--- config.mk ---
export PLATFORM = sky130hd
export DESIGN_NAME = cmc_mask_config_regs
export DESIGN_NICKNAME = d
export VERILOG_FILES = /design/src/hw/cmc_pkg.sv /design/src/hw/cmc_delay.sv /design/src/hw/cmc_event_bank.sv /design/src/hw/cmc_mask_config_regs.sv
export SDC_FILE = /design/constraint.sdc
export NUM_CORES = 1
export LEC_CHECK = 0
export BUFFER_PORTS_ARGS = -buffer_cell sky130_fd_sc_hd__buf_2
export CAP_MARGIN = 40
export CORE_MARGIN = 5
export CORE_UTILIZATION = 35
export CTS_BUF_LIST = sky130_fd_sc_hd__clkbuf_8
export DETAILED_ROUTE_END_ITERATION = 10
export PLACE_DENSITY = 0.57
export SETUP_SLACK_MARGIN = 0.15
export SLEW_MARGIN = 25
export SYNTH_ARGS = -nofsm -noshare
export SYNTH_HDL_FRONTEND = slang
export SYNTH_SLANG_ARGS = --single-unit
--- constraint.sdc ---
create_clock -name mclk -period 2.8 [get_ports mclk]
set_input_delay 0.28 -clock mclk [delete_from_list [all_inputs] [get_ports mclk]]
set_output_delay 0.28 -clock mclk [all_outputs]
set_load 0.005 [all_outputs]
--- src/hw/cmc_pkg.sv ---
package cmc_pkg;

   ////////////////////////////////////////////////////////////////////////////
   // Register offsets
   localparam logic [7:0] ADR_FLAGS_ONE = 8'h01;
   localparam logic [7:0] ADR_FLAGS_TWO = 8'h02;
   localparam logic [7:0] ADR_MASK_ONE  = 8'h06;
   localparam logic [7:0] ADR_MASK_TWO  = 8'h07;
   localparam logic [7:0] ADR_CFG_ONE   = 8'h08;
   localparam logic [7:0] ADR_CFG_TWO   = 8'h09;

   ////////////////////////////////////////////////////////////////////////////
   // Implemented bits and values after reset
   localparam logic [7:0] USED_ONE      = 8'hBD;
   localparam logic [7:0] USED_TWO      = 8'h7F;
   localparam logic [7:0] USED_CFG_ONE  = 8'hF8;
   localparam logic [7:0] USED_CFG_TWO  = 8'hFF;
   localparam logic [7:0] MASK_RST      = 8'h00;
   localparam logic [7:0] FLAGS_RST     = 8'h00;
   localparam logic [7:0] CFG_ONE_RST   = 8'h28;
   localparam logic [7:0] CFG_TWO_RST   = 8'hF3;
   localparam logic [7:0] READ_NONE     = 8'h00;

   ////////////////////////////////////////////////////////////////////////////
   // Field positions
   localparam int PG_DLY_LSB    = 6;
   localparam int GLOBAL_MASK   = 5;
   localparam int BG_DLY_LSB    = 3;
   localparam int SERVO_LSB     = 6;
   localparam int DIS_SERVO     = 5;
   localparam int DIS_OFF       = 4;
   localparam int NO_UVP        = 3;
   localparam int LATCH_OFF     = 2;
   localparam int BIAS_AUTO     = 1;
   localparam int AUX_AUTO      = 0;

   ////////////////////////////////////////////////////////////////////////////
   // Timing: delays are counted in quarter milliseconds
   localparam int CLK_PERIOD_NS  = 40;
   localparam int QUARTER_MS_NS  = 250000;
   localparam int QUARTER_MS_CYC = QUARTER_MS_NS / CLK_PERIOD_NS;
   localparam int SERVO_BASE_NS  = 1000;
   localparam int SERVO_BASE_CYC = (SERVO_BASE_NS / CLK_PERIOD_NS < 1) ? 1 :
                                   SERVO_BASE_NS / CLK_PERIOD_NS;
   // Quarter-ms counts per code, code 3 in the top slice
   localparam logic [19:0] PG_DLY_QTR = {5'h10, 5'h04, 5'h01, 5'h00};
   localparam logic [19:0] BG_DLY_QTR = {5'h0C, 5'h06, 5'h05, 5'h04};

   // Bus address of the serial port, value arbitrary
   localparam logic [6:0] DEV_ADDR_DEF = 7'h2C;

   typedef enum logic [3:0] {
      I_IDLE, I_ADDR, I_ACK_ADDR, I_PTR, I_ACK_PTR,
      I_WDATA, I_ACK_WDATA, I_RDATA, I_RACK
   } cmc_i2c_st_t;

endpackage : cmc_pkg

--- src/hw/cmc_delay.sv ---
`timescale 1ns/100ps
module cmc_delay (
   input  wire logic       mclk,
   input  wire logic       rst,
   input  wire logic       level_raw,
   input  wire logic       tick,
   input  wire logic [4:0] limit,
   output logic            out_q
);
   logic       lvl_s1_q;
   logic       lvl_s2_q;
   logic [4:0] cnt_q;

   ////////////////////////////////////////////////////////////////////////////
   // Rising edge held back by limit ticks, falling edge passes at once
   always_ff @(posedge mclk) begin
      if (rst) begin
         lvl_s1_q <= 1'b0;
         lvl_s2_q <= 1'b0;
         cnt_q    <= 5'h00;
         out_q    <= 1'b0;
      end else begin
         lvl_s1_q <= level_raw;
         lvl_s2_q <= lvl_s1_q;
         if (!lvl_s2_q) begin
            cnt_q <= 5'h00;
            out_q <= 1'b0;
         end else if (cnt_q >= limit) begin
            out_q <= 1'b1;
         end else if (tick) begin
            cnt_q <= cnt_q + 5'h01;   // First tick may be partial
         end
      end
   end

endmodule : cmc_delay

--- src/hw/cmc_event_bank.sv ---
`timescale 1ns/100ps
module cmc_event_bank #(
   parameter logic [7:0] USED = 8'hFF
) (
   input  wire logic       mclk,
   input  wire logic       rst,
   input  wire logic [7:0] cause_raw,
   input  wire logic       mask_wr,
   input  wire logic [7:0] mask_wdata,
   input  wire logic       global_mask,
   input  wire logic       rd_clear,
   output logic      [7:0] flags_q,
   output logic      [7:0] mask_q,
   output logic            pend_q
);
   logic [7:0] cause_s1_q;
   logic [7:0] cause_s2_q;
   logic [7:0] flags_d;
   logic [7:0] eff_mask;

   ////////////////////////////////////////////////////////////////////////////
   // Global mask forces all bits masked; stored bits stay untouched
   assign eff_mask = global_mask ? 8'hFF : mask_q;                  // RULE_02 RULE_03
   // A live cause re-sets its flag even in the read cycle
   assign flags_d  = (cause_s2_q | (rd_clear ? 8'h00 : flags_q)) & USED;   // RULE_16

   always_ff @(posedge mclk) begin
      if (rst) begin
         cause_s1_q <= 8'h00;
         cause_s2_q <= 8'h00;
         flags_q    <= cmc_pkg::FLAGS_RST;
         mask_q     <= cmc_pkg::MASK_RST;                          // RULE_06
         pend_q     <= 1'b0;
      end else begin
         cause_s1_q <= cause_raw;
         cause_s2_q <= cause_s1_q;
         flags_q    <= flags_d;
         if (mask_wr) begin
            mask_q <= mask_wdata & USED;                           // RULE_06 RULE_18
         end
         pend_q     <= |(flags_q & ~eff_mask);                     // RULE_01 RULE_04 RULE_05
      end
   end

endmodule : cmc_event_bank

--- src/hw/cmc_mask_config_regs.sv ---
// Functional notes
// RULE_01: Mask bit 1 blocks matching event interrupt.
// RULE_02: Global mask set treats all masks as 1.
// RULE_03: Global mask resets to 1; 0 uses masks.
// RULE_04: Mask one bits 7,5..2,0 gate flags one.
// RULE_05: Mask two bits 6..0 gate flags two.
// RULE_06: Mask registers read/write, reset to zero.
// RULE_07: Power-good delay code: 0, 0.25, 1, 4 ms.
// RULE_08: Bias-good delay code: 1, 1.25, 1.5, 3 ms.
// RULE_09: Servo step period base times 1,2,4,8.
// RULE_10: Discharge resistor helps downward servo when enabled.
// RULE_11: Discharge resistor on while main buck off.
// RULE_12: Set bit disables output undervoltage protection.
// RULE_13: Fault policy bit: 1 latch-off, 0 hiccup.
// RULE_14: Bias buck autostart enable, default on.
// RULE_15: Auxiliary regulator autostart enable, default on.
// RULE_16: Reading flags clears them unless cause persists.
// RULE_17: Interrupt asserted while any unmasked flag set.
// RULE_18: Unused bits read zero, ignore writes.
`timescale 1ns/100ps
module cmc_mask_config_regs #(
   parameter logic [6:0] DEV_ADDR       = cmc_pkg::DEV_ADDR_DEF,
   parameter int         QUARTER_MS_CYC = cmc_pkg::QUARTER_MS_CYC,
   parameter int         SERVO_BASE_CYC = cmc_pkg::SERVO_BASE_CYC
) (
   input  wire logic       mclk,
   input  wire logic       rst,
   input  wire logic       scl_in,
   input  wire logic       sda_in,
   output logic            sda_out,
   output logic            sda_oe,
   input  wire logic [7:0] event_cause_one,
   input  wire logic [7:0] event_cause_two,
   input  wire logic       power_good_raw,
   input  wire logic       bias_good_raw,
   input  wire logic       buck_enabled,
   input  wire logic       servo_down,
   output logic            irq_n,
   output logic            power_good_out,
   output logic            bias_good_out,
   output logic            servo_tick,
   output logic            discharge_on,
   output logic            output_undervoltage_disable,
   output logic            latch_off_select,
   output logic            bias_autostart,
   output logic            auxiliary_regulator_autostart
);

   ////////////////////////////////////////////////////////////////////////////
   // Declarations
   logic                scl_s1_q;
   logic                scl_s2_q;
   logic                scl_s3_q;
   logic                sda_s1_q;
   logic                sda_s2_q;
   logic                sda_s3_q;
   cmc_pkg::cmc_i2c_st_t st_q;
   logic          [7:0] sh_q;
   logic          [7:0] tx_q;
   logic          [7:0] ptr_q;
   logic          [2:0] bit_cnt_q;
   logic                done_q;
   logic                rw_q;
   logic                nack_q;
   logic          [7:0] cfg_one_q;
   logic          [7:0] cfg_two_q;
   logic          [7:0] flags_one;
   logic          [7:0] flags_two;
   logic          [7:0] mask_one;
   logic          [7:0] mask_two;
   logic                pend_one;
   logic                pend_two;
   logic         [12:0] qms_cnt_q;
   logic                qms_tick_q;
   logic         [15:0] servo_cnt_q;
   logic         [15:0] servo_limit;
   logic          [4:0] pg_limit;
   logic          [4:0] bg_limit;
   logic          [7:0] rd_data;
   logic                scl_rise;
   logic                scl_fall;
   logic                bus_start;
   logic                bus_stop;
   logic                shift_in;
   logic                rd_take;
   logic                wr_take;
   logic                adr_match;

   ////////////////////////////////////////////////////////////////////////////
   // Pick one 5-bit quarter-ms count out of a table of four
   function automatic logic [4:0] qtr_pick(input logic [19:0] tbl, input logic [1:0] code);
      logic [4:0] r;
      r = 5'h00;
      case (code)
         2'h0:    r = tbl[4:0];
         2'h1:    r = tbl[9:5];
         2'h2:    r = tbl[14:10];
         default: r = tbl[19:15];
      endcase
      return r;
   endfunction : qtr_pick
   ////////////////////////////////////////////////////////////////////////////
   // Serial pins: two flops before use, third only for edge detect
   always_ff @(posedge mclk) begin
      if (rst) begin
         {scl_s3_q, scl_s2_q, scl_s1_q} <= 3'h7;   // Idle-high, so no false start
         {sda_s3_q, sda_s2_q, sda_s1_q} <= 3'h7;
      end else begin
         {scl_s3_q, scl_s2_q, scl_s1_q} <= {scl_s2_q, scl_s1_q, scl_in};
         {sda_s3_q, sda_s2_q, sda_s1_q} <= {sda_s2_q, sda_s1_q, sda_in};
      end
   end
   // Bus events and transfer decisions
   assign scl_rise  = scl_s2_q & ~scl_s3_q;
   assign scl_fall  = ~scl_s2_q & scl_s3_q;
   assign bus_start = scl_s2_q & scl_s3_q & sda_s3_q & ~sda_s2_q;
   assign bus_stop  = scl_s2_q & scl_s3_q & ~sda_s3_q & sda_s2_q;
   assign shift_in  = (st_q == cmc_pkg::I_ADDR) || (st_q == cmc_pkg::I_PTR) ||
                      (st_q == cmc_pkg::I_WDATA) || (st_q == cmc_pkg::I_RDATA);
   assign adr_match = (sh_q[7:1] == DEV_ADDR);
   assign rd_take   = scl_fall && !bus_start && !bus_stop &&
                      (((st_q == cmc_pkg::I_ACK_ADDR) && rw_q) ||
                       ((st_q == cmc_pkg::I_RACK) && !nack_q));
   assign wr_take   = scl_fall && !bus_start && !bus_stop &&
                      (st_q == cmc_pkg::I_WDATA) && done_q;

   ////////////////////////////////////////////////////////////////////////////
   // Byte engine: sample on clock rise, change the data line on fall
   always_ff @(posedge mclk) begin
      if (rst) begin
         st_q      <= cmc_pkg::I_IDLE;
         sh_q      <= 8'h00;
         tx_q      <= 8'h00;
         ptr_q     <= 8'h00;
         bit_cnt_q <= 3'h0;
         done_q    <= 1'b0;
         rw_q      <= 1'b0;
         nack_q    <= 1'b0;
         sda_oe    <= 1'b0;
         sda_out   <= 1'b0;
      end else if (bus_start) begin
         st_q      <= cmc_pkg::I_ADDR;   // Repeated start keeps the pointer
         bit_cnt_q <= 3'h0;
         done_q    <= 1'b0;
         sda_oe    <= 1'b0;
      end else if (bus_stop) begin
         st_q   <= cmc_pkg::I_IDLE;
         done_q <= 1'b0;
         sda_oe <= 1'b0;
      end else if (scl_rise) begin
         if (shift_in) begin
            sh_q      <= {sh_q[6:0], sda_s2_q};
            bit_cnt_q <= bit_cnt_q + 3'h1;
            done_q    <= (bit_cnt_q == 3'h7);
         end else if (st_q == cmc_pkg::I_RACK) begin
            nack_q <= sda_s2_q;
         end
      end else if (scl_fall) begin
         done_q <= 1'b0;
         case (st_q)
            cmc_pkg::I_ADDR: begin
               if (done_q && adr_match) begin
                  rw_q   <= sh_q[0];
                  sda_oe <= 1'b1;
                  st_q   <= cmc_pkg::I_ACK_ADDR;
               end else if (done_q) begin
                  st_q <= cmc_pkg::I_IDLE;      // Not ours, wait for start
               end
            end
            cmc_pkg::I_ACK_ADDR, cmc_pkg::I_RACK: begin
               if (rd_take) begin
                  tx_q   <= rd_data;
                  sda_oe <= ~rd_data[7];
                  ptr_q  <= ptr_q + 8'h01;
                  st_q   <= cmc_pkg::I_RDATA;
               end else if (st_q == cmc_pkg::I_ACK_ADDR) begin
                  sda_oe <= 1'b0;
                  st_q   <= cmc_pkg::I_PTR;
               end else begin
                  st_q <= cmc_pkg::I_IDLE;      // Master refused more
               end
            end
            cmc_pkg::I_PTR: begin
               if (done_q) begin
                  ptr_q  <= sh_q;
                  sda_oe <= 1'b1;
                  st_q   <= cmc_pkg::I_ACK_PTR;
               end
            end
            cmc_pkg::I_ACK_PTR, cmc_pkg::I_ACK_WDATA: begin
               sda_oe <= 1'b0;
               st_q   <= cmc_pkg::I_WDATA;
            end
            cmc_pkg::I_WDATA: begin
               if (wr_take) begin
                  ptr_q  <= ptr_q + 8'h01;
                  sda_oe <= 1'b1;
                  st_q   <= cmc_pkg::I_ACK_WDATA;
               end
            end
            cmc_pkg::I_RDATA: begin
               if (done_q) begin
                  sda_oe <= 1'b0;
                  st_q   <= cmc_pkg::I_RACK;
               end else begin
                  tx_q   <= {tx_q[6:0], 1'b0};
                  sda_oe <= ~tx_q[6];
               end
            end
            default: begin
               sda_oe <= 1'b0;
               st_q   <= cmc_pkg::I_IDLE;
            end
         endcase
      end
   end

   ////////////////////////////////////////////////////////////////////////////
   // Read data; unmapped offsets read zero
   assign rd_data = (ptr_q == cmc_pkg::ADR_FLAGS_ONE) ? flags_one :
                    (ptr_q == cmc_pkg::ADR_FLAGS_TWO) ? flags_two :
                    (ptr_q == cmc_pkg::ADR_MASK_ONE)  ? mask_one  :
                    (ptr_q == cmc_pkg::ADR_MASK_TWO)  ? mask_two  :
                    (ptr_q == cmc_pkg::ADR_CFG_ONE)   ? cfg_one_q :
                    (ptr_q == cmc_pkg::ADR_CFG_TWO)   ? cfg_two_q :
                    cmc_pkg::READ_NONE;

   ////////////////////////////////////////////////////////////////////////////
   // Event flags and masks, one bank per flag register
   cmc_event_bank #(.USED(cmc_pkg::USED_ONE)) u_bank_one (
      .mclk        (mclk),
      .rst         (rst),
      .cause_raw   (event_cause_one),
      .mask_wr     (wr_take && (ptr_q == cmc_pkg::ADR_MASK_ONE)),
      .mask_wdata  (sh_q),
      .global_mask (cfg_one_q[cmc_pkg::GLOBAL_MASK]),
      .rd_clear    (rd_take && (ptr_q == cmc_pkg::ADR_FLAGS_ONE)),
      .flags_q     (flags_one),
      .mask_q      (mask_one),
      .pend_q      (pend_one)
   );
   cmc_event_bank #(.USED(cmc_pkg::USED_TWO)) u_bank_two (
      .mclk        (mclk),
      .rst         (rst),
      .cause_raw   (event_cause_two),
      .mask_wr     (wr_take && (ptr_q == cmc_pkg::ADR_MASK_TWO)),
      .mask_wdata  (sh_q),
      .global_mask (cfg_one_q[cmc_pkg::GLOBAL_MASK]),
      .rd_clear    (rd_take && (ptr_q == cmc_pkg::ADR_FLAGS_TWO)),
      .flags_q     (flags_two),
      .mask_q      (mask_two),
      .pend_q      (pend_two)
   );

   ////////////////////////////////////////////////////////////////////////////
   // Configuration bytes; unused bits never store
   always_ff @(posedge mclk) begin
      if (rst) begin
         cfg_one_q <= cmc_pkg::CFG_ONE_RST;                        // RULE_03
         cfg_two_q <= cmc_pkg::CFG_TWO_RST;
      end else if (wr_take && (ptr_q == cmc_pkg::ADR_CFG_ONE)) begin
         cfg_one_q <= sh_q & cmc_pkg::USED_CFG_ONE;                // RULE_18
      end else if (wr_take && (ptr_q == cmc_pkg::ADR_CFG_TWO)) begin
         cfg_two_q <= sh_q & cmc_pkg::USED_CFG_TWO;
      end
   end

   ////////////////////////////////////////////////////////////////////////////
   // Quarter-ms enable for both pin delays
   always_ff @(posedge mclk) begin
      if (rst) begin
         qms_cnt_q  <= 13'h0000;
         qms_tick_q <= 1'b0;
      end else if (qms_cnt_q >= 13'(QUARTER_MS_CYC - 1)) begin
         qms_cnt_q  <= 13'h0000;
         qms_tick_q <= 1'b1;
      end else begin
         qms_cnt_q  <= qms_cnt_q + 13'h0001;
         qms_tick_q <= 1'b0;
      end
   end
   // Delay lengths chosen by the two codes
   assign pg_limit = qtr_pick(cmc_pkg::PG_DLY_QTR,
                              cfg_one_q[cmc_pkg::PG_DLY_LSB +: 2]);   // RULE_07
   assign bg_limit = qtr_pick(cmc_pkg::BG_DLY_QTR,
                              cfg_one_q[cmc_pkg::BG_DLY_LSB +: 2]);   // RULE_08
   cmc_delay u_power_good_delay_code (
      .mclk      (mclk),
      .rst       (rst),
      .level_raw (power_good_raw),
      .tick      (qms_tick_q),
      .limit     (pg_limit),
      .out_q     (power_good_out)
   );
   cmc_delay u_bg_delay (
      .mclk      (mclk),
      .rst       (rst),
      .level_raw (bias_good_raw),
      .tick      (qms_tick_q),
      .limit     (bg_limit),
      .out_q     (bias_good_out)
   );

   ////////////////////////////////////////////////////////////////////////////
   // Servo step period: base shifted by code; a shorter code takes at once
   assign servo_limit = 16'((SERVO_BASE_CYC << cfg_two_q[cmc_pkg::SERVO_LSB +: 2]) - 1);
   always_ff @(posedge mclk) begin
      if (rst) begin
         servo_cnt_q <= 16'h0000;
         servo_tick  <= 1'b0;
      end else if (servo_cnt_q >= servo_limit) begin
         servo_cnt_q <= 16'h0000;
         servo_tick  <= 1'b1;                                      // RULE_09
      end else begin
         servo_cnt_q <= servo_cnt_q + 16'h0001;
         servo_tick  <= 1'b0;
      end
   end

   ////////////////////////////////////////////////////////////////////////////
   // Control outputs and interrupt line, all registered
   always_ff @(posedge mclk) begin
      if (rst) begin
         irq_n                         <= 1'b1;
         discharge_on                  <= 1'b0;
         output_undervoltage_disable   <= 1'b0;
         latch_off_select              <= 1'b0;
         bias_autostart                <= 1'b0;
         auxiliary_regulator_autostart <= 1'b0;
      end else begin
         irq_n                         <= ~(pend_one | pend_two);  // RULE_17
         discharge_on                  <=
            (servo_down & cfg_two_q[cmc_pkg::DIS_SERVO]) |         // RULE_10
            (~buck_enabled & cfg_two_q[cmc_pkg::DIS_OFF]);         // RULE_11
         output_undervoltage_disable   <= cfg_two_q[cmc_pkg::NO_UVP];     // RULE_12
         latch_off_select              <= cfg_two_q[cmc_pkg::LATCH_OFF];  // RULE_13
         bias_autostart                <= cfg_two_q[cmc_pkg::BIAS_AUTO];  // RULE_14
         auxiliary_regulator_autostart <= cfg_two_q[cmc_pkg::AUX_AUTO];   // RULE_15
      end
   end
endmodule : cmc_mask_config_regs

* Yosys cells after proc, flatten, opt, wreduce, memory -nomap -nowiden
Index checks and enable logic that the tools add are counted.
** Word-level totals
- Register bits :: 166
- Bits of input ports :: 24
- Output and inout bits :: 11
- Word-level logic and storage cells :: 220
** Operators by class
- Add/subtract/negate cells :: 7
- Magnitude comparators :: 4
- Eq/ne operators :: 34
- Shift-type cells :: 1
- Mux-type cells :: 43
- Bitwise operators :: 34
- Reductions and logical operators :: 50
** Operator list (count)
- 2-to-1 mux 8 bit :: 12
- case mux 4 bit (6 select lines) :: 1
- case mux 8 bit (3 select lines) :: 1
- AND reduction 6 bit :: 4
- 2-to-1 mux 7 bit :: 3
- 2-to-1 mux 4 bit :: 5
- NOT 1 bit :: 17
- adder 16 x 1 -> 16 bit (second input constant) :: 1
- equality test 4 x 3 -> 1 bit (second input constant) :: 4
- equality test 8 x 3 -> 1 bit (second input constant) :: 2
- equality test 8 x 4 -> 1 bit (second input constant) :: 2
- greater-or-equal comparator 16 bit :: 1
- NOT 8 bit :: 2
- OR reduction 8 bit :: 2
- left shift 5 x 2 -> 16 bit (first input constant) :: 1
- subtractor 16 x 2 -> 16 bit (second input constant) :: 1
- 2-to-1 mux 1 bit :: 15
- case mux 5 bit (3 select lines) :: 1
- logical AND 1 bit :: 14
- case mux 7 bit (2 select lines) :: 1
- OR reduction 2 bit :: 7
- adder 13 x 1 -> 13 bit (second input constant) :: 1
- greater-or-equal comparator 13 bit (second input constant) :: 1
- != test 4 bit (second input constant) :: 3
- other kinds (42) :: 71

* Logic depth before layout (Yosys ltp)
Gate-level depths: netlist (run 1).
- Word-level depth :: 14
- Gate-level depth with buffers :: 10
- Gate-level depth less buffers :: 9

* By module
A second synthesis (run 1) with hierarchy kept.
** Second synthesis, totals
- Cell total of the unflattened synthesis :: 885
- Area, all modules :: 7744.9 sq um
** Modules (own cells, without submodules)
- cmc_mask_config_regs :: times used 1, cells each 611, area an instance 5022.3 sq um
- cmc_delay :: times used 2, cells each 53, area an instance 470.5 sq um
- cmc_event_bank (u_bank_two) :: times used 1, cells each 90, area an instance 933.4 sq um
- cmc_event_bank (u_bank_one) :: times used 1, cells each 78, area an instance 848.3 sq um

* Least setup slack after synthesis (run 1)
OpenSTA, ideal clock, no wires.
- Path kind :: reg2reg
- Start :: reg cfg_one_q[6]
- End :: reg u_power_good_delay_code.cnt_q[4]
- Setup time :: 0.120 ns
- Arrival :: 2.154 ns
- Data required time :: 2.680 ns
- Slack :: 0.526 ns
- Cell stages (with the launch flop) :: 8
- Buffers on the path :: 0
- Period minus slack after synthesis :: 2.274 ns
- Cells stage by stage :: dfxtp_1 nor2b_1 ha_1 or3b_2 a211o_1 a2111oi_0 xnor2_1 nor2_1
** Between the ends
- Word-level cells in the longest chain between the ends :: 5
** RTL lines
- from (decl) :: line cmc_mask_config_regs.sv:65 : logic [7:0] cfg_one_q;
- from (signal assigned) :: line cmc_mask_config_regs.sv:259 : cfg_one_q <= cmc_pkg::CFG_ONE_RST;
- from (signal assigned) :: line cmc_mask_config_regs.sv:262 : cfg_one_q <= sh_q & cmc_pkg::USED_CFG_ONE;
- equality test 2 bit (tied with other cells) :: line cmc_mask_config_regs.sv:94 : case (code)
- case mux 5 bit (3 select lines) (*) :: line cmc_mask_config_regs.sv:94
- greater-or-equal comparator 5 bit (*) :: line cmc_delay.sv:28 : end else if (cnt_q >= limit) begin
- NOT 1 bit (no source line) (*)
- AND reduction 2 bit (no source line) (*)
- to (signal assigned) :: line cmc_delay.sv:31 : cnt_q <= cnt_q + 5'h01;
- to (decl) :: line cmc_delay.sv:12 : logic [4:0] cnt_q;
Every way passes the cells marked *; elsewhere a longest branch is shown, timed or not.
A chain may end at the register's enable or synchronous reset.

* Worst setup path in the final report (run 1)
- Start :: reg cfg_one_q[6]
- End :: reg u_power_good_delay_code.cnt_q[1]
The elaborated chain is that of the path after synthesis.

==> results of run 1 <==
## power by group through the flow
stage	Combinational (W)	Sequential (W)	Clock, W
final	0.000169	0.00235	0.00175
after global routing	0.000193	0.00236	0.00190
after CTS	0.000172	0.00235	0.00181
after detailed placement	0.000168	0.00240	0
after global placement	0.000166	0.00240	0
after floorplan	0.000123	0.00239	0
## cells in the final DEF, fill, tap and decap left out, types with 9 or more instances in the layout
cell	count
a211oi_1	10
buf_4	17
xnor2_1	16
nor2_1	101
ha_1	37
clkbuf_8	18
nor2b_1	50
and3_1	9
nand3_1	28
conb_1	9
a21oi_1	70
buf_2	29
nand2b_1	16
nand2_1	91
o21ai_0	25
xor2_1	17
a21o_1	9
inv_1	33
dfxtp_1	160
a211o_1	10
## sequential cells by signal, summed over array words and instances (netlist names), 4 cells and up
register,cells
cfg_two_q,8
qms_cnt_q,13
u_bg_delay.cnt_q,5
u_bank_one.cause_s1_q,6
sh_q,8
u_power_good_delay_code.cnt_q,5
u_bank_one.mask_q,6
tx_q,7
servo_cnt_q,16
st_q,4
u_bank_one.cause_s2_q,6
ptr_q,8
cfg_one_q,5
u_bank_two.cause_s2_q,7
u_bank_one.flags_q,6
u_bank_two.flags_q,7
u_bank_two.mask_q,7
u_bank_two.cause_s1_q,7
## stage by stage
stage                     instance area [sq um]  hold slack [ns]  total power [W]  std cells  setup WS (ns)
final                                      8255          0.03285         0.004268       1180         0.3255
after global routing                       8255         0.008345         0.004452       1180         0.1821
after CTS                                  8254         0.005643         0.004330       1180         0.2683
after detailed placement                   7820           0.3933         0.002573       1145         0.3330
after global placement                     7820           0.3943         0.002570       1145         0.3442
after floorplan                            7416           0.3838         0.002515        876         0.5265
## repair_timing
item | CTS | global route
resized for setup | 0 | 1
endpoints found under the hold margin | 3 | 0
endpoints found under the setup margin | 0 | 1
hold buffers | 3 | 0
## final cells by class
type,instances,area [sq um],area share
clock inverter,14,156.4,0.01895
inverter,33,123.9,0.01500
timing repair buffer,49,302.8,0.03668
sequential,160,3203,0.3880
clock buffer,18,247.7,0.03001
tap,275,344.1,0.04168
multi-input combinational,631,3877,0.4697
## final timing paths
kind / startpoint / to / slack, ns / cells past startpoint
max: cfg_one_q[6] / u_power_good_delay_code.cnt_q[1] / 0.33 / 7
min: event_cause_one[7] / u_bank_one.cause_s1_q[7] / 0.03 / 2
max reg2reg: cfg_one_q[6] / u_power_good_delay_code.cnt_q[1] / 0.33 / 7
min reg2reg: scl_s1_q / scl_s2_q / 0.41 / 1
## cells by family after synthesis
kind of cell    synth area share
simple gates              0.2437
compound gates            0.1615
flops                     0.4335
buf+inv                  0.04639
fa+ha+maj                0.06400
xor+xnor                 0.03911
mux                      0.01084
other cells             0.001016
## per-layer routing
metal,global-route usage,share of wire,routed length [um],vias up
met5,0,0,0,-
li1,-,-,-,3038
met3,0.02837,0.043,712,15
met1,0.1973,0.49,8064,2748
met2,0.2191,0.45,7407,114
met4,0.04210,0.012,189,0
==> impl_metrics.toml, run 1 <==
[critical_path]
cp.required_ns = 3.14
start_kind = "flip-flop"
cp.buffers_inverters = 0
slowest_stage = "or3b_2"
worstPathArrival_ns = 2.82
path_delay_family = "compound AO/OA/AOI/OAI gates"
cpPeakStageDelay_ns = 0.44
crit_type = "reg2reg"
path_max_fanout = 5
path_cells = "nor2b_1 -> ha_1 -> or3b_2 -> a211o_1 -> a211oi_1 -> mux2i_1 -> nor2_1"
endpoint_kind = "flip-flop"

[clocking]
cts-root-buf = "clkbuf_8"
postCtsSetupBuffers = 0
cts.sinks = 160
cts_buffers = 17
clockBufferDepth = 2
clkLatencyLatePin_ns = 0.45
clk_pin_slew_worst_paths_ns = 0.09
cts_max_level = 4
cts_tree = "built"

[floorplanning]
dieArea_sq_um = 24120
placementRows = 53
pin_count = 35
die_y_um = 155.3
die_width_um = 155.3
core_sq_um = 20890
start_util = 0.3538

[sta]
finalHoldViolations = 0
setup_viol = 0
max_freq_ghz = 0.4041
relSlewSlack = 0.5418
worst_pin_slew_ns = 0.6777
drv_slew = 0
skew_ns = 0.01131
period_needed_ns = 2.475
fin_setup_tns_ns = 0
fin_crit_sh = 0.8838
rsz0062_at_grt = "false"

[drt]
first_pass_iters = 5
vias = 5915
viasPerCell = 5.013
wl_per_cell_um = 13.88
initialDrtViolationCount = 479
ant_nets = 0
drc = 0
routed_wl_um = 16370

[logic_synthesis]
synth_warnings = 0
synth-edff-count = 0
synth-seq-cells = 160
async_reset_ff_frac = 0
synth.cell_area_sq_um = 7390
yosysTopAreaCell = "dfxtp_1"
synth_common_cells = "dfxtp_1, nor2_1, nand2_1"
syn_inst = 869
yosys_most_used_dff = "dfxtp_1"
avgSynthCellArea_sq_um = 8.504
synthTopCellsByArea = "dfxtp_1, ha_1, nor2_1"
yosysMostFrequentCell = "dfxtp_1"
ys_types = 64
synth_top_area_frac = 0.4335
yosysSeqAreaShare = 0.4335

[job]
max_cap_viol_count = 0

[power_and_ir_drop]
pwr-share-seq = 0.551
p_int_w = 0.003227
power_leakage_nw = 3.072
clkPwrFrac = 0.409
power_density_nw_per_um2 = 517.0
comb_power_share = 0.040
swShare = 0.2440
switching_power_w = 0.001041
irDropWorstVdd_mv = 0.2467

[placement]
io_buffer_count = 30
gp_congestion = 0.8296
hpwlAfterDp_um = 11490

[finish]
layout-drive-gt1-share = 0.1028
diodes = 0
post-route-util = 0.3952
area_growth_pct = 11.72
finalNetCount = 953
n_fill_cell = 2121

[global_routing]
track_usage = 0.1406
grt_overflow = 0
grt_max_degree = 64
grt_pass1_wl_um = 27850
antenna_found_initial = 0
grt_pass1_vias = 5497

[outcome]
outcome = "finished clean"

[hold_path]
min_path_type = "in2reg"
(Power assumes the default switching activity.)
==> run 2, diff against run 1 <==
- CORE_MARGIN: 5 -> not set
==> run 2 against run 1 <==
Via count grew 0.76%; combinational power is essentially flat; first-iteration DRC count shrank 29%; non-clock buffer count grew 2; clock power shrank 7%; highest routed layer unchanged; hold slack gained 0.0050 ns; routed wire length is essentially flat; largest power group unchanged; final area shrank 0.20%.
==> impl_metrics.toml, run 2 (synthesized netlist as in run 1, its figures left out) <==
[placement]
gp_congestion = 0.8267
hpwlAfterDp_um = 11450
place_ws_ns = 0.3741
io_buffer_count = 30

[critical_path]
r2r_end = "u_bank_two.mask_q[4]"
cp.buffers_inverters = 0
path_delay_family = "simple AND/OR/NAND/NOR gates"
worstPathArrival_ns = 2.83
crit_type = "reg2reg"
reg2reg_depth = 5
slowest_stage = "or4_1"
start_kind = "flip-flop"
endpoint_kind = "flip-flop"
path_cells = "or4_1 -> or4_4 -> nor2_1 -> nand2_1 -> a21oi_1"
path_max_fanout = 8
cp.required_ns = 3.18
rrSetupSlack_ns = 0.35
cpPeakStageDelay_ns = 0.69
timing.rr.start = "ptr_q[5]"

[hold_path]
hold_depth = 2
hp-start = "event_cause_one[4]"
hold_path_end = "u_bank_one.cause_s1_q[4]"
min_path_type = "in2reg"

[clocking]
cts_buffers = 17
cts-root-buf = "clkbuf_8"
postCtsSetupBuffers = 0
cts.sinks = 160
clk_pin_slew_worst_paths_ns = 0.09
cts_max_level = 4
clockBufferDepth = 2
cts_tree = "built"
clkLatencyLatePin_ns = 0.46

[global_routing]
antenna_found_initial = 0
grt_max_degree = 51
track_usage = 0.1582
grt_pass1_vias = 5545
grt_overflow = 0
grt_pass1_wl_um = 27750

[floorplanning]
placementRows = 52
die_width_um = 147.3
start_util = 0.3606
die_y_um = 147.3
core_sq_um = 20490
dieArea_sq_um = 21700
pin_count = 35

[outcome]
outcome = "finished clean"

[sta]
max_freq_ghz = 0.4076
finalWorstSetupSlack_ns = 0.3464
fin_setup_tns_ns = 0
holdWs_ns = 0.03783
skew_ns = 0.01477
drv_slew = 0
setup_viol = 0
worst_pin_slew_ns = 0.6271
relSlewSlack = 0.5760
finalHoldViolations = 0
period_needed_ns = 2.454
fin_crit_sh = 0.8763
rsz0062_at_grt = "false"

[power_and_ir_drop]
irDropWorstVdd_mv = 0.2687
power_leakage_nw = 3.056
power_density_nw_per_um2 = 502.8

[drt]
viasPerCell = 5.064
vias = 5960
initialDrtViolationCount = 338
routed_wl_um = 16370
first_pass_iters = 4
drc = 0
wl_per_cell_um = 13.91
ant_nets = 0

[job]
max_cap_viol_count = 0

[finish]
layout-drive-gt1-share = 0.1014
regMostFlops = "servo_cnt_q"
layout_commonest_cell = "dfxtp_1"
layout_top_registers = "servo_cnt_q (16), qms_cnt_q (13)"
largest_reg_flops = 16
diodes = 0
layout_common_cells = "dfxtp_1, nor2_1, nand2_1"
post-route-util = 0.4020
area_growth_pct = 11.50
finalNetCount = 955
[run 2: metal layers]
| layer | wire length (um) | vias up | track usage |
|---|---|---|---|
| met5 | 0 | - | 0 |
| met4 | 172 | 0 | 0.05155 |
| met2 | 7283 | 103 | 0.2481 |
| met3 | 708 | 13 | 0.03043 |
| met1 | 8206 | 2794 | 0.2173 |
| li1 | - | 3050 | - |
[run 2: worst reg2reg max path: stages, from the launching register on]
cell and delay (ns):
dfxtp_1 0.37, or4_1 0.69, or4_4 0.64, nor2_1 0.41, nand2_1 0.11, a21oi_1 0.16
[run 2: repair_timing]
action,in CTS,in global routing
setup endpoints to repair,0,9
endpoints found under the hold margin,4,0
hold buffers,4,0
resized for setup,0,2
[run 2: final cells by class]
type / instances / area (sq um)
Fill cell: 2123 / 12260
Multi-Input combinational cell: 631 / 3877
Sequential cell: 160 / 3203
Tap cell: 270 / 337.8
Timing Repair Buffer: 51 / 320.3
Clock buffer: 19 / 261.5
Inverter: 33 / 123.9
Clock inverter: 13 / 115.1
[run 2: report_power, final]
part           total, W  leakage [nW]  internal, W  switching [W]
Clock           0.00162         0.183     0.000749       0.000875
Combinational  0.000168          1.57    0.0000748      0.0000936
Sequential      0.00235          1.30      0.00232      0.0000317
[run 2: how the worst max path moves through the flow]
stage | start | endpoint | slack [ns] | cells past startpoint
2_1_floorplan | cfg_one_q[6] | u_power_good_delay_code.cnt_q[4] | 0.53 | 7
3_3_place_gp | cfg_one_q[6] | u_power_good_delay_code.cnt_q[4] | 0.37 | 7
3_5_place_dp | ptr_q[4] | u_bank_two.mask_q[4] | 0.37 | 5
4_1_cts | ptr_q[5] | u_bank_two.mask_q[4] | 0.35 | 5
5_1_grt | cfg_two_q[7] | servo_cnt_q[9] | 0.18 | 10
6_report | ptr_q[5] | u_bank_two.mask_q[4] | 0.35 | 5
[run 2: through the flow]
stage	instances	cell area, sq um	total power (W)
final	1177	8239	0.004143
after global routing	1177	8239	0.004341
after CTS	1177	8238	0.004211
after detailed placement	1141	7821	0.002570
after global placement	1141	7821	0.002567
after floorplan	876	7416	0.002515
